--- config.mk ---
export PLATFORM = sky130hd
export DESIGN_NAME = alu_issue_timing
export DESIGN_NICKNAME = d
export VERILOG_FILES = /design/src/alu_pkg.sv /design/src/alu_core.sv /design/src/alu_issue_timing.sv
export VERILOG_INCLUDE_DIRS = /design/src
export SDC_FILE = /design/constraint.sdc
export NUM_CORES = 2
export LEC_CHECK = 0
export ABC_AREA = 1
export BUFFER_PORTS_ARGS = -buffer_cell sky130_fd_sc_hd__buf_2
export CAP_MARGIN = 0
export CELL_PAD_IN_SITES_DETAIL_PLACEMENT = 1
export CELL_PAD_IN_SITES_GLOBAL_PLACEMENT = 2
export CORE_MARGIN = 3
export CORE_UTILIZATION = 38
export DETAILED_ROUTE_END_ITERATION = 8
export HOLD_SLACK_MARGIN = 0.08
export PLACE_DENSITY = 0.88
export REMOVE_ABC_BUFFERS = 1
export SETUP_SLACK_MARGIN = 0.1
export SLEW_MARGIN = 10
export SYNTH_ARGS = -nofsm -noshare
export SYNTH_HDL_FRONTEND = slang
export SYNTH_SLANG_ARGS = --single-unit
--- constraint.sdc ---
create_clock -name clk -period 30.2 [get_ports clk]
set_clock_uncertainty 0.15 [all_clocks]
set_input_delay 1.51 -clock clk [delete_from_list [all_inputs] [get_ports clk]]
set_output_delay 1.51 -clock clk [all_outputs]
set_load 0.005 [all_outputs]
--- src/alu_consts.svh ---
`ifndef ALU_CONSTS_SVH
`define ALU_CONSTS_SVH
// ****************
// timing counts
// ****************
`define BASE_LATENCY 3'd1
`define PC_FLUSH_CYCLES 3'd2
`define MISALIGN_CYCLES 3'd1
`define MIN_COND_REV 2'd2
`define SSRF_FWD_LOW_BIT 5'd15
// ****************
// status flag bits and condition codes
// ****************
`define FLAG_C 0
`define FLAG_Z 1
`define FLAG_N 2
`define FLAG_V 3
`define COND_EQ 4'h0
`define COND_NE 4'h1
`define COND_CS 4'h2
`define COND_CC 4'h3
`define COND_GE 4'h4
`define COND_LT 4'h5
`define COND_MI 4'h6
`define COND_PL 4'h7
`define COND_LS 4'h8
`define COND_GT 4'h9
`define COND_LE 4'ha
`define COND_HI 4'hb
`define COND_VS 4'hc
`define COND_VC 4'hd
`define COND_QS 4'he
`define COND_AL 4'hf
`endif

--- src/alu_pkg.sv ---
`default_nettype none
package alu_pkg;
  typedef enum logic [4:0] {
    OP_ABS = 5'h00, OP_ACR = 5'h01, OP_ADC = 5'h02, OP_ADD = 5'h03, OP_ADD_COND = 5'h04,
    OP_ADDHH = 5'h05, OP_ADDABS = 5'h06, OP_CP_B = 5'h07, OP_CP_H = 5'h08, OP_CP_W = 5'h09,
    OP_CPC = 5'h0a, OP_MAX = 5'h0b, OP_MIN = 5'h0c, OP_NEG = 5'h0d, OP_RSUB = 5'h0e,
    OP_RSUB_COND = 5'h0f, OP_SBC = 5'h10, OP_SCR = 5'h11, OP_SUB = 5'h12, OP_SSRF = 5'h13
  } alu_op_t;
  typedef enum logic [2:0] {
    ST_ISSUE = 3'b001,
    ST_FLUSH = 3'b010,
    ST_FETCH2 = 3'b100
  } issue_state_t;
endpackage
`default_nettype wire

--- src/alu_core.sv ---
`include "alu_consts.svh"
`default_nettype none
module alu_core (
  input wire alu_pkg::alu_op_t op, // operation
  input wire logic [31:0] rx, // first source / destination old value
  input wire logic [31:0] ry, // second source or immediate
  input wire logic [3:0] flags, // v n z c
  input wire logic [3:0] cond, // condition field
  input wire logic part_x, // addhh halfword select of rx
  input wire logic part_y, // addhh halfword select of ry
  output logic [31:0] res, // result
  output logic [3:0] flags_out, // new flags
  output logic wr_en // destination written
);
  import alu_pkg::*;
  logic [32:0] sum;
  logic [31:0] a, b;
  logic cin, is_sub, cmp;
  logic [31:0] sx, sy;
  logic cond_ok;
  logic c, z, n, v;
  assign c = flags[`FLAG_C];
  assign z = flags[`FLAG_Z];
  assign n = flags[`FLAG_N];
  assign v = flags[`FLAG_V];
  assign sx = part_x ? {{16{rx[31]}}, rx[31:16]} : {{16{rx[15]}}, rx[15:0]};
  assign sy = part_y ? {{16{ry[31]}}, ry[31:16]} : {{16{ry[15]}}, ry[15:0]};
  always_comb begin
    unique case (cond)
      `COND_EQ: cond_ok = z;
      `COND_NE: cond_ok = !z;
      `COND_CS: cond_ok = c;
      `COND_CC: cond_ok = !c;
      `COND_GE: cond_ok = n == v;
      `COND_LT: cond_ok = n != v;
      `COND_MI: cond_ok = n;
      `COND_PL: cond_ok = !n;
      `COND_LS: cond_ok = c | z;
      `COND_GT: cond_ok = !z & (n == v);
      `COND_LE: cond_ok = z | (n != v);
      `COND_HI: cond_ok = !c & !z;
      `COND_VS: cond_ok = v;
      `COND_VC: cond_ok = !v;
      `COND_QS: cond_ok = 1'b0;
      `COND_AL: cond_ok = 1'b1;
    endcase
  end
  // operand steering; subtraction is a + ~b + !borrow
  always_comb begin
    a = rx;
    b = ry;
    cin = 1'b0;
    is_sub = 1'b0;
    cmp = 1'b0;
    wr_en = 1'b1;
    unique case (op)
      // non-negative values pass through as 0 + rx
      OP_ABS: begin a = 32'h0; b = rx; is_sub = rx[31]; cin = rx[31]; end
      OP_NEG: begin a = 32'h0; b = rx; is_sub = 1'b1; cin = 1'b1; end
      OP_ACR: begin b = 32'h0; cin = c; end
      OP_ADC: cin = c;
      OP_ADD: ;
      OP_ADD_COND: wr_en = cond_ok;
      OP_ADDHH: begin a = sx; b = sy; end
      OP_ADDABS: b = ry[31] ? (32'h0 - ry) : ry;
      OP_MAX, OP_MIN: wr_en = 1'b1;
      OP_CP_B: begin a = {rx[7:0], 24'h0}; b = {ry[7:0], 24'h0}; is_sub = 1'b1;
        cin = 1'b1; cmp = 1'b1; end
      OP_CP_H: begin a = {rx[15:0], 16'h0}; b = {ry[15:0], 16'h0}; is_sub = 1'b1;
        cin = 1'b1; cmp = 1'b1; end
      OP_CP_W: begin is_sub = 1'b1; cin = 1'b1; cmp = 1'b1; end
      OP_CPC: begin is_sub = 1'b1; cin = !c; cmp = 1'b1; end
      OP_RSUB: begin a = ry; b = rx; is_sub = 1'b1; cin = 1'b1; end
      OP_RSUB_COND: begin a = ry; b = rx; is_sub = 1'b1; cin = 1'b1;
        wr_en = cond_ok; end
      OP_SBC: begin is_sub = 1'b1; cin = !c; end
      OP_SCR: begin b = 32'h0; is_sub = 1'b1; cin = !c; end
      OP_SUB: begin is_sub = 1'b1; cin = 1'b1; end
      OP_SSRF: begin wr_en = 1'b0; cmp = 1'b1; end
      default: ;
    endcase
    if (cmp) wr_en = 1'b0;
  end
  logic [31:0] bb;
  logic signed_lt, ov;
  assign bb = is_sub ? ~b : b;
  assign sum = {1'b0, a} + {1'b0, bb} + {32'h0, cin};
  assign ov = (a[31] == bb[31]) && (sum[31] != a[31]);
  assign signed_lt = $signed(rx) < $signed(ry);
  always_comb begin
    res = sum[31:0];
    if (op == OP_MAX) res = signed_lt ? ry : rx;
    if (op == OP_MIN) res = signed_lt ? rx : ry;
    flags_out = flags;
    if (op != OP_SSRF) begin
      flags_out[`FLAG_N] = res[31];
      flags_out[`FLAG_V] = ov;
      // adc, sbc and cpc keep zero sticky
      if (op == OP_CPC || op == OP_SBC || op == OP_ADC)
        flags_out[`FLAG_Z] = (res == 32'h0) & z;
      else
        flags_out[`FLAG_Z] = res == 32'h0;
      flags_out[`FLAG_C] = is_sub ? !sum[32] : sum[32];
    end
  end
endmodule
`default_nettype wire

--- src/alu_issue_timing.sv ---
// Function
// - issue is decode-to-execute transfer
// - latency counts cycles between issues
// - pc jump after all effects commit
// - pc write adds two flush cycles
// - halfword-aligned extended target adds one cycle
// - single cycle, forwarded, except high ssrf
// - carry add forms, one cycle
// - carry subtract forms, one cycle
// - conditional add writes only when true
// - signed halfword add into 32 bits
// - add absolute value of second source
// - conditional reverse subtract from immediate
// - same timing, new ops need revision
`include "alu_consts.svh"
`default_nettype none
module alu_issue_timing #(
  parameter int REVISION = 2
) (
  input wire logic clk, // core clock
  input wire logic nrst, // async reset, active low
  input wire logic ce, // clock enable
  input wire logic dec_valid, // decode stage holds an instruction
  input wire alu_pkg::alu_op_t dec_op, // operation
  input wire logic [3:0] dec_rd, // destination index
  input wire logic [3:0] dec_rx, // source x index
  input wire logic [3:0] dec_ry, // source y index
  input wire logic dec_use_imm, // second operand is immediate
  input wire logic [31:0] dec_imm, // immediate
  input wire logic [3:0] dec_cond, // condition field
  input wire logic dec_part_x, // halfword select x
  input wire logic dec_part_y, // halfword select y
  input wire logic [4:0] dec_ssrf_bit, // flag bit for ssrf
  input wire logic tgt_ext_misaligned, // jump target is halfword-aligned extended
  output logic dec_ready, // decode may move to execute
  output logic issue, // instruction issued this cycle
  output logic illegal_op, // op absent on this revision
  output logic pc_load, // jump now
  output logic [31:0] pc_target, // jump address
  output logic [31:0] ex_result, // registered result
  output logic [3:0] flags_q, // status flags
  output logic [2:0] issue_latency // latency of last issued instruction
);
  import alu_pkg::*;
  // ****************
  // reset sync
  // ****************
  logic rst_meta_r, rst_n_r;
  always_ff @(posedge clk or negedge nrst) begin
    if (!nrst) begin
      rst_meta_r <= 1'b0;
      rst_n_r <= 1'b0;
    end else begin
      rst_meta_r <= 1'b1;
      rst_n_r <= rst_meta_r;
    end
  end
  // ****************
  // register file, index 15 is pc
  // ****************
  logic [31:0] regs_r [0:15];
  logic [31:0] op_x, op_y, res;
  logic [3:0] fl_nxt;
  logic wr_en, new_op, legal, to_pc, ssrf_slow;
  assign op_x = (dec_op == OP_RSUB_COND || dec_op == OP_NEG || dec_op == OP_ABS ||
                 dec_op == OP_ACR || dec_op == OP_SCR) ? regs_r[dec_rd] : regs_r[dec_rx];
  assign op_y = dec_use_imm ? dec_imm : regs_r[dec_ry];
  alu_core u_core (
    .op(dec_op),
    .rx(op_x),
    .ry(op_y),
    .flags(flags_q),
    .cond(dec_cond),
    .part_x(dec_part_x),
    .part_y(dec_part_y),
    .res(res),
    .flags_out(fl_nxt),
    .wr_en(wr_en)
  );
  assign new_op = dec_op == OP_ADD_COND || dec_op == OP_RSUB_COND;
  assign legal = !(new_op && REVISION < `MIN_COND_REV);
  assign illegal_op = dec_valid && !legal;
  assign to_pc = wr_en && dec_rd == 4'hf;
  assign ssrf_slow = dec_op == OP_SSRF && dec_ssrf_bit >= `SSRF_FWD_LOW_BIT;
  // ****************
  // issue state machine
  // ****************
  issue_state_t st_r, st_nxt;
  logic [1:0] wait_r, wait_nxt;
  logic [2:0] lat_r, lat_nxt;
  logic [31:0] tgt_r;
  assign dec_ready = st_r == ST_ISSUE;
  // nothing moves to execute while the enable is low
  assign issue = ce && dec_ready && dec_valid && legal;
  always_comb begin
    st_nxt = st_r;
    wait_nxt = wait_r;
    lat_nxt = lat_r;
    unique case (st_r)
      ST_ISSUE: if (issue) begin
        lat_nxt = `BASE_LATENCY;
        if (to_pc) begin
          st_nxt = ST_FLUSH;
          wait_nxt = 2'(`PC_FLUSH_CYCLES);
          lat_nxt = `BASE_LATENCY + `PC_FLUSH_CYCLES + (tgt_ext_misaligned ?
                    `MISALIGN_CYCLES : 3'd0);
        end else if (ssrf_slow) begin
          st_nxt = ST_FETCH2;
          lat_nxt = `BASE_LATENCY + 3'd1;
        end
      end
      ST_FLUSH: begin
        wait_nxt = wait_r - 2'd1;
        if (wait_r == 2'd1) st_nxt = tgt_ext_misaligned ? ST_FETCH2 : ST_ISSUE;
      end
      ST_FETCH2: st_nxt = ST_ISSUE;
      default: st_nxt = ST_ISSUE;
    endcase
  end
  always_ff @(posedge clk or negedge rst_n_r) begin
    if (!rst_n_r) begin
      st_r <= ST_ISSUE;
      wait_r <= 2'd0;
      lat_r <= 3'd0;
    end else if (ce) begin
      st_r <= st_nxt;
      wait_r <= wait_nxt;
      lat_r <= lat_nxt;
    end
  end
  assign issue_latency = lat_r;
  // ****************
  // execute commit, result forwarded by the register file
  // ****************
  always_ff @(posedge clk or negedge rst_n_r) begin
    if (!rst_n_r) begin
      for (int i = 0; i < 16; i++) regs_r[i] <= 32'h0;
      flags_q <= 4'h0;
      ex_result <= 32'h0;
      tgt_r <= 32'h0;
      pc_load <= 1'b0;
    end else if (ce) begin
      pc_load <= 1'b0;
      if (issue) begin
        if (wr_en) regs_r[dec_rd] <= res;
        flags_q <= fl_nxt;
        ex_result <= res;
        if (to_pc) begin
          tgt_r <= res;
          pc_load <= 1'b1;
        end
      end
    end
  end
  assign pc_target = tgt_r;
  // ****************
  // checks
  // ****************
  property p_flush_len;
    @(posedge clk) disable iff (!rst_n_r || !ce)
    (issue && to_pc && !tgt_ext_misaligned) |=> !dec_ready [*2] ##1 dec_ready;
  endproperty
  a_flush_len: assert property (p_flush_len) else $error("pc flush not two cycles");
  property p_misalign;
    @(posedge clk) disable iff (!rst_n_r || !ce)
    (st_r == ST_FLUSH && wait_r == 2'd1 && tgt_ext_misaligned) |=> !dec_ready ##1 dec_ready;
  endproperty
  a_misalign: assert property (p_misalign) else $error("no extra fetch cycle");
  property p_single;
    @(posedge clk) disable iff (!rst_n_r || !ce)
    (issue && !to_pc && !ssrf_slow) |=> dec_ready && issue_latency == 3'd1;
  endproperty
  a_single: assert property (p_single) else $error("alu op not single cycle");
  property p_jump_after;
    @(posedge clk) disable iff (!rst_n_r || !ce)
    (issue && to_pc) |=> pc_load && pc_target == regs_r[15];
  endproperty
  a_jump_after: assert property (p_jump_after) else $error("jump before commit");
  property p_issue_gate;
    @(posedge clk) disable iff (!rst_n_r)
    !issue |=> ex_result == $past(ex_result) && flags_q == $past(flags_q);
  endproperty
  a_issue_gate: assert property (p_issue_gate) else $error("commit without issue");
  property p_lat;
    @(posedge clk) disable iff (!rst_n_r || !ce)
    (issue && to_pc && tgt_ext_misaligned) |=> issue_latency == 3'd4;
  endproperty
  a_lat: assert property (p_lat) else $error("latency wrong");
  property p_cmp;
    @(posedge clk) disable iff (!rst_n_r || !ce)
    (issue && (dec_op == OP_CP_W || dec_op == OP_CPC)) |=>
      regs_r[$past(dec_rd)] == $past(regs_r[dec_rd]);
  endproperty
  a_cmp: assert property (p_cmp) else $error("compare wrote a register");
  property p_rev;
    @(posedge clk) disable iff (!rst_n_r)
    (REVISION < 2 && new_op) |-> !issue;
  endproperty
  a_rev: assert property (p_rev) else $error("new op issued on old revision");
  property p_neg;
    @(posedge clk) disable iff (!rst_n_r || !ce)
    (issue && dec_op == OP_NEG && dec_rd != 4'hf) |=>
      regs_r[$past(dec_rd)] == 32'h0 - $past(regs_r[dec_rd]);
  endproperty
  a_neg: assert property (p_neg) else $error("negate wrong");
  property p_ce_freeze;
    @(posedge clk) disable iff (!rst_n_r)
    !ce |=> st_r == $past(st_r) && lat_r == $past(lat_r) && wait_r == $past(wait_r);
  endproperty
  a_ce_freeze: assert property (p_ce_freeze) else $error("state moved with enable low");
  property p_pc_lat;
    @(posedge clk) disable iff (!rst_n_r || !ce)
    (issue && to_pc && !tgt_ext_misaligned) |=> issue_latency == 3'd3;
  endproperty
  a_pc_lat: assert property (p_pc_lat) else $error("pc write latency not three");
  property p_cond_skip;
    @(posedge clk) disable iff (!rst_n_r || !ce)
    (issue && dec_op == OP_ADD_COND && dec_cond == `COND_QS) |=>
      regs_r[$past(dec_rd)] == $past(regs_r[dec_rd]);
  endproperty
  a_cond_skip: assert property (p_cond_skip) else $error("false add wrote");
  property p_rsub_skip;
    @(posedge clk) disable iff (!rst_n_r || !ce)
    (issue && dec_op == OP_RSUB_COND && dec_cond == `COND_QS) |=>
      regs_r[$past(dec_rd)] == $past(regs_r[dec_rd]);
  endproperty
  a_rsub_skip: assert property (p_rsub_skip) else $error("false rsub wrote");
endmodule
`default_nettype wire

==> metrics.txt <==
status finished, final reports clean; Setup-failing EPs final 0; CP Max Fanout 47; sequential fraction of the synthesis area 36.3%; post-synthesis mux area share 0%; DRC 0; fmax 0.0986 GHz; Ys Warns 0; setup bufs post-CTS 0; CP Data Arrival Time 10.58 ns; drt pass-1 iters 5; Worst Setup Start Kind input pin; vias per cell 6.48; DIE WIDTH 333 µm; pin count of the biggest net entering global routing 152; final worst path period need 10.14 ns; critical path's top delay family compound AO/OA/AOI/OAI gates; Setup CP Type input pin to register; number of antenna violations at the first check in global routing 4; full die area 111,000 µm²; Slowest cell on crit path o21ai_1; CP most frequent cell nand2_1; overall overflow remaining after global route 0; TritonCTS clock tree yes; post-DP HPWL 127,000 µm; CTS Root Cell clkbuf_16; top cells by area, synth dfrtp_1, o21ai_0, nand2_1; post-synthesis adder-cell area fraction 2.07%; worst min-delay path class register to register; Avg Cell Area, Syn 6.99 µm²; drt wl/cell 28.8 µm; combinational family with the most area after synthesis compound AO/OA/AOI/OAI gates; peak supply drop 46.3 µV; # fillers 13,500; IO buf count 139; Final Wtd Congestion 1.08; most frequent cells in the layout nand2_1, o21ai_0, dfrtp_1, nand3_1, a21oi_1; P per Cell Area 82.9 nW/µm²; Tightest Pin Transition 1.17 ns; Fin. Hold Viols 0; nets 5,816; global-route wire length before repair 305,000 µm; Num CTS Buffers 74; vias 46,200; Crit. End Element register; final setup TNS 0 ns; max_slew headroom 22.1%; # rows 119; Seq. cell area 14,800 µm²; leading cell type in the layout, fill and taps excluded nand2_1; Max Transition Viols Final 0; post-synth cell types 67; Synth area leader dfrtp_1; layout cell share with drive strength beyond 1 9.16%; asr flop ratio synth 100%; Compound-Gate Fraction of Synth Area 30.0%; number of flops mapped to enable cells by yosys 0; period utilization 33.6%; CP required 30.64 ns; area of the multi-input gates 22,400 µm²; synthesized instance count 5,823; Vert. Die Dim 333 µm; # placed instances 6,999; final instance count without filler cells 7,137; DRT iter0 DRCs 5,535; post-synthesis simple-gate area fraction 21.9%; Longest Clk Path Bufs 3; H-tree levels 3; Tot GR Track Use 36.0%; ys flop type dfrtp_1; CP max stage delay 0.84 ns; Seq cells post-synth 591; worst-skew pair later-pin latency 0.67 ns; cts hold-fix bufs 0; max_cap viols 0; clock sinks 591; post_cts resized 0; Synth-to-Final Area Change 9.44%; Routed WL 205,000 µm; number of I/O pins 141; Routed Antenna Nets 0; core area 106,000 µm²; initial core utilization 38.5%; Synth Cell Area 40,700 µm²; Post-Synth XOR/XNOR Area 0.839%; CP bufs+invs 7; LEAKAGE 0.0193 µW; RSZ-0062 raised after global routing false; vias in the first global route 45,700; Clk pin slew, worst setup/hold paths 0.06 ns; Yosys top cell area share 36.3%
## registers in the layout, indices dropped and copies added, names as in the netlist
register	cells
pc_target	32
st_r	3
rst_n_r	1
flags_q	4
pc_load	1
issue_latency	3
regs_r	512
rst_meta_r	1
ex_result	32
wait_r	2
## path summary, 6_finish.rpt
path                                       start                   endpoint  slack, ns  cells after the start
hold reg to reg             rst_meta_r$_DFF_PN0_          rst_n_r$_DFF_PN0_       0.20                      0
hold / removal              rst_meta_r$_DFF_PN0_          rst_n_r$_DFF_PN0_       0.20                      0
setup reg to reg           regs_r[1]$_DFFE_PN0P_     flags_q[1]$_DFFE_PN0P_      22.39                     36
min in group asynchronous      rst_n_r$_DFF_PN0_  pc_target[10]$_DFFE_PN0P_       0.31                      0
setup / recovery                       dec_rd[1]     flags_q[1]$_DFFE_PN0P_      20.06                     41
max in group asynchronous      rst_n_r$_DFF_PN0_    regs_r[286]$_DFFE_PN0P_      26.55                      3
## report_power, final
| group | internal (µW) | switching (µW) |
|---|---|---|
| Sequential | 1070 | 297 |
| Clock | 559 | 382 |
| Combinational | 429 | 953 |
| Total | 2060 | 1630 |
## routing by layer
layer  share of wire (%)  vias to the layer above  GRT usage [%]
met1                  42                    23200           48.1
met5              0.0063                        -              0
li1                    -                    20000              -
met3                 8.8                      617           7.48
met2                  44                     2361           55.4
met4                 5.5                        2           17.6
## synthesized netlist by cell type (31+ instances only)
cell,count
nor2_1,310
clkbuf_1,305
a221oi_1,65
inv_1,324
buf_6,36
inv_2,31
o22ai_1,267
a21oi_1,367
buf_2,85
ha_1,64
nand3_1,392
o21ai_1,85
nand4_1,42
o21ai_0,1054
nand2_1,1329
o211ai_1,90
o221ai_1,73
xor2_1,35
buf_1,37
dfrtp_1,590
## kinds of logic (layout without fill, tap and decap cells)
kind of cell | Yosys count | in the layout
AND/OR/NAND/NOR | 2151 | 2151
buffers and inverters | 841 | 759
other | 2 | 7
adder cells (fa/ha/maj) | 66 | 66
flip-flops | 591 | 591
XOR/XNOR | 39 | 39
AO/OA/AOI/OAI | 2133 | 2133
## area by class of cell
class,instances,share of cell area (%)
antenna,5,0.0281
clock buffer,103,4.74
clock inverter,30,0.919
inverter,368,3.19
multi-input combinational,4391,50.3
sequential,591,33.2
tap,1391,3.91
timing repair buffer,258,3.70
## metrics by stage
stage          utilization (%)  setup WS (ns)  hold slack, ns  power, µW  area (µm²)
6_report                  42.1          20.06           0.203       3690       44500
5_1_grt                   42.1          19.66           0.217       3920       44500
4_1_cts                   42.1          20.47           0.204       3670       44500
3_5_place_dp              39.7          19.80           0.190       2720       42000
3_3_place_gp              39.7          19.87           0.187       2670       42000
2_1_floorplan                -          12.36           0.181       2130       38500
No activity file was read; power rests on OpenSTA's default activity.
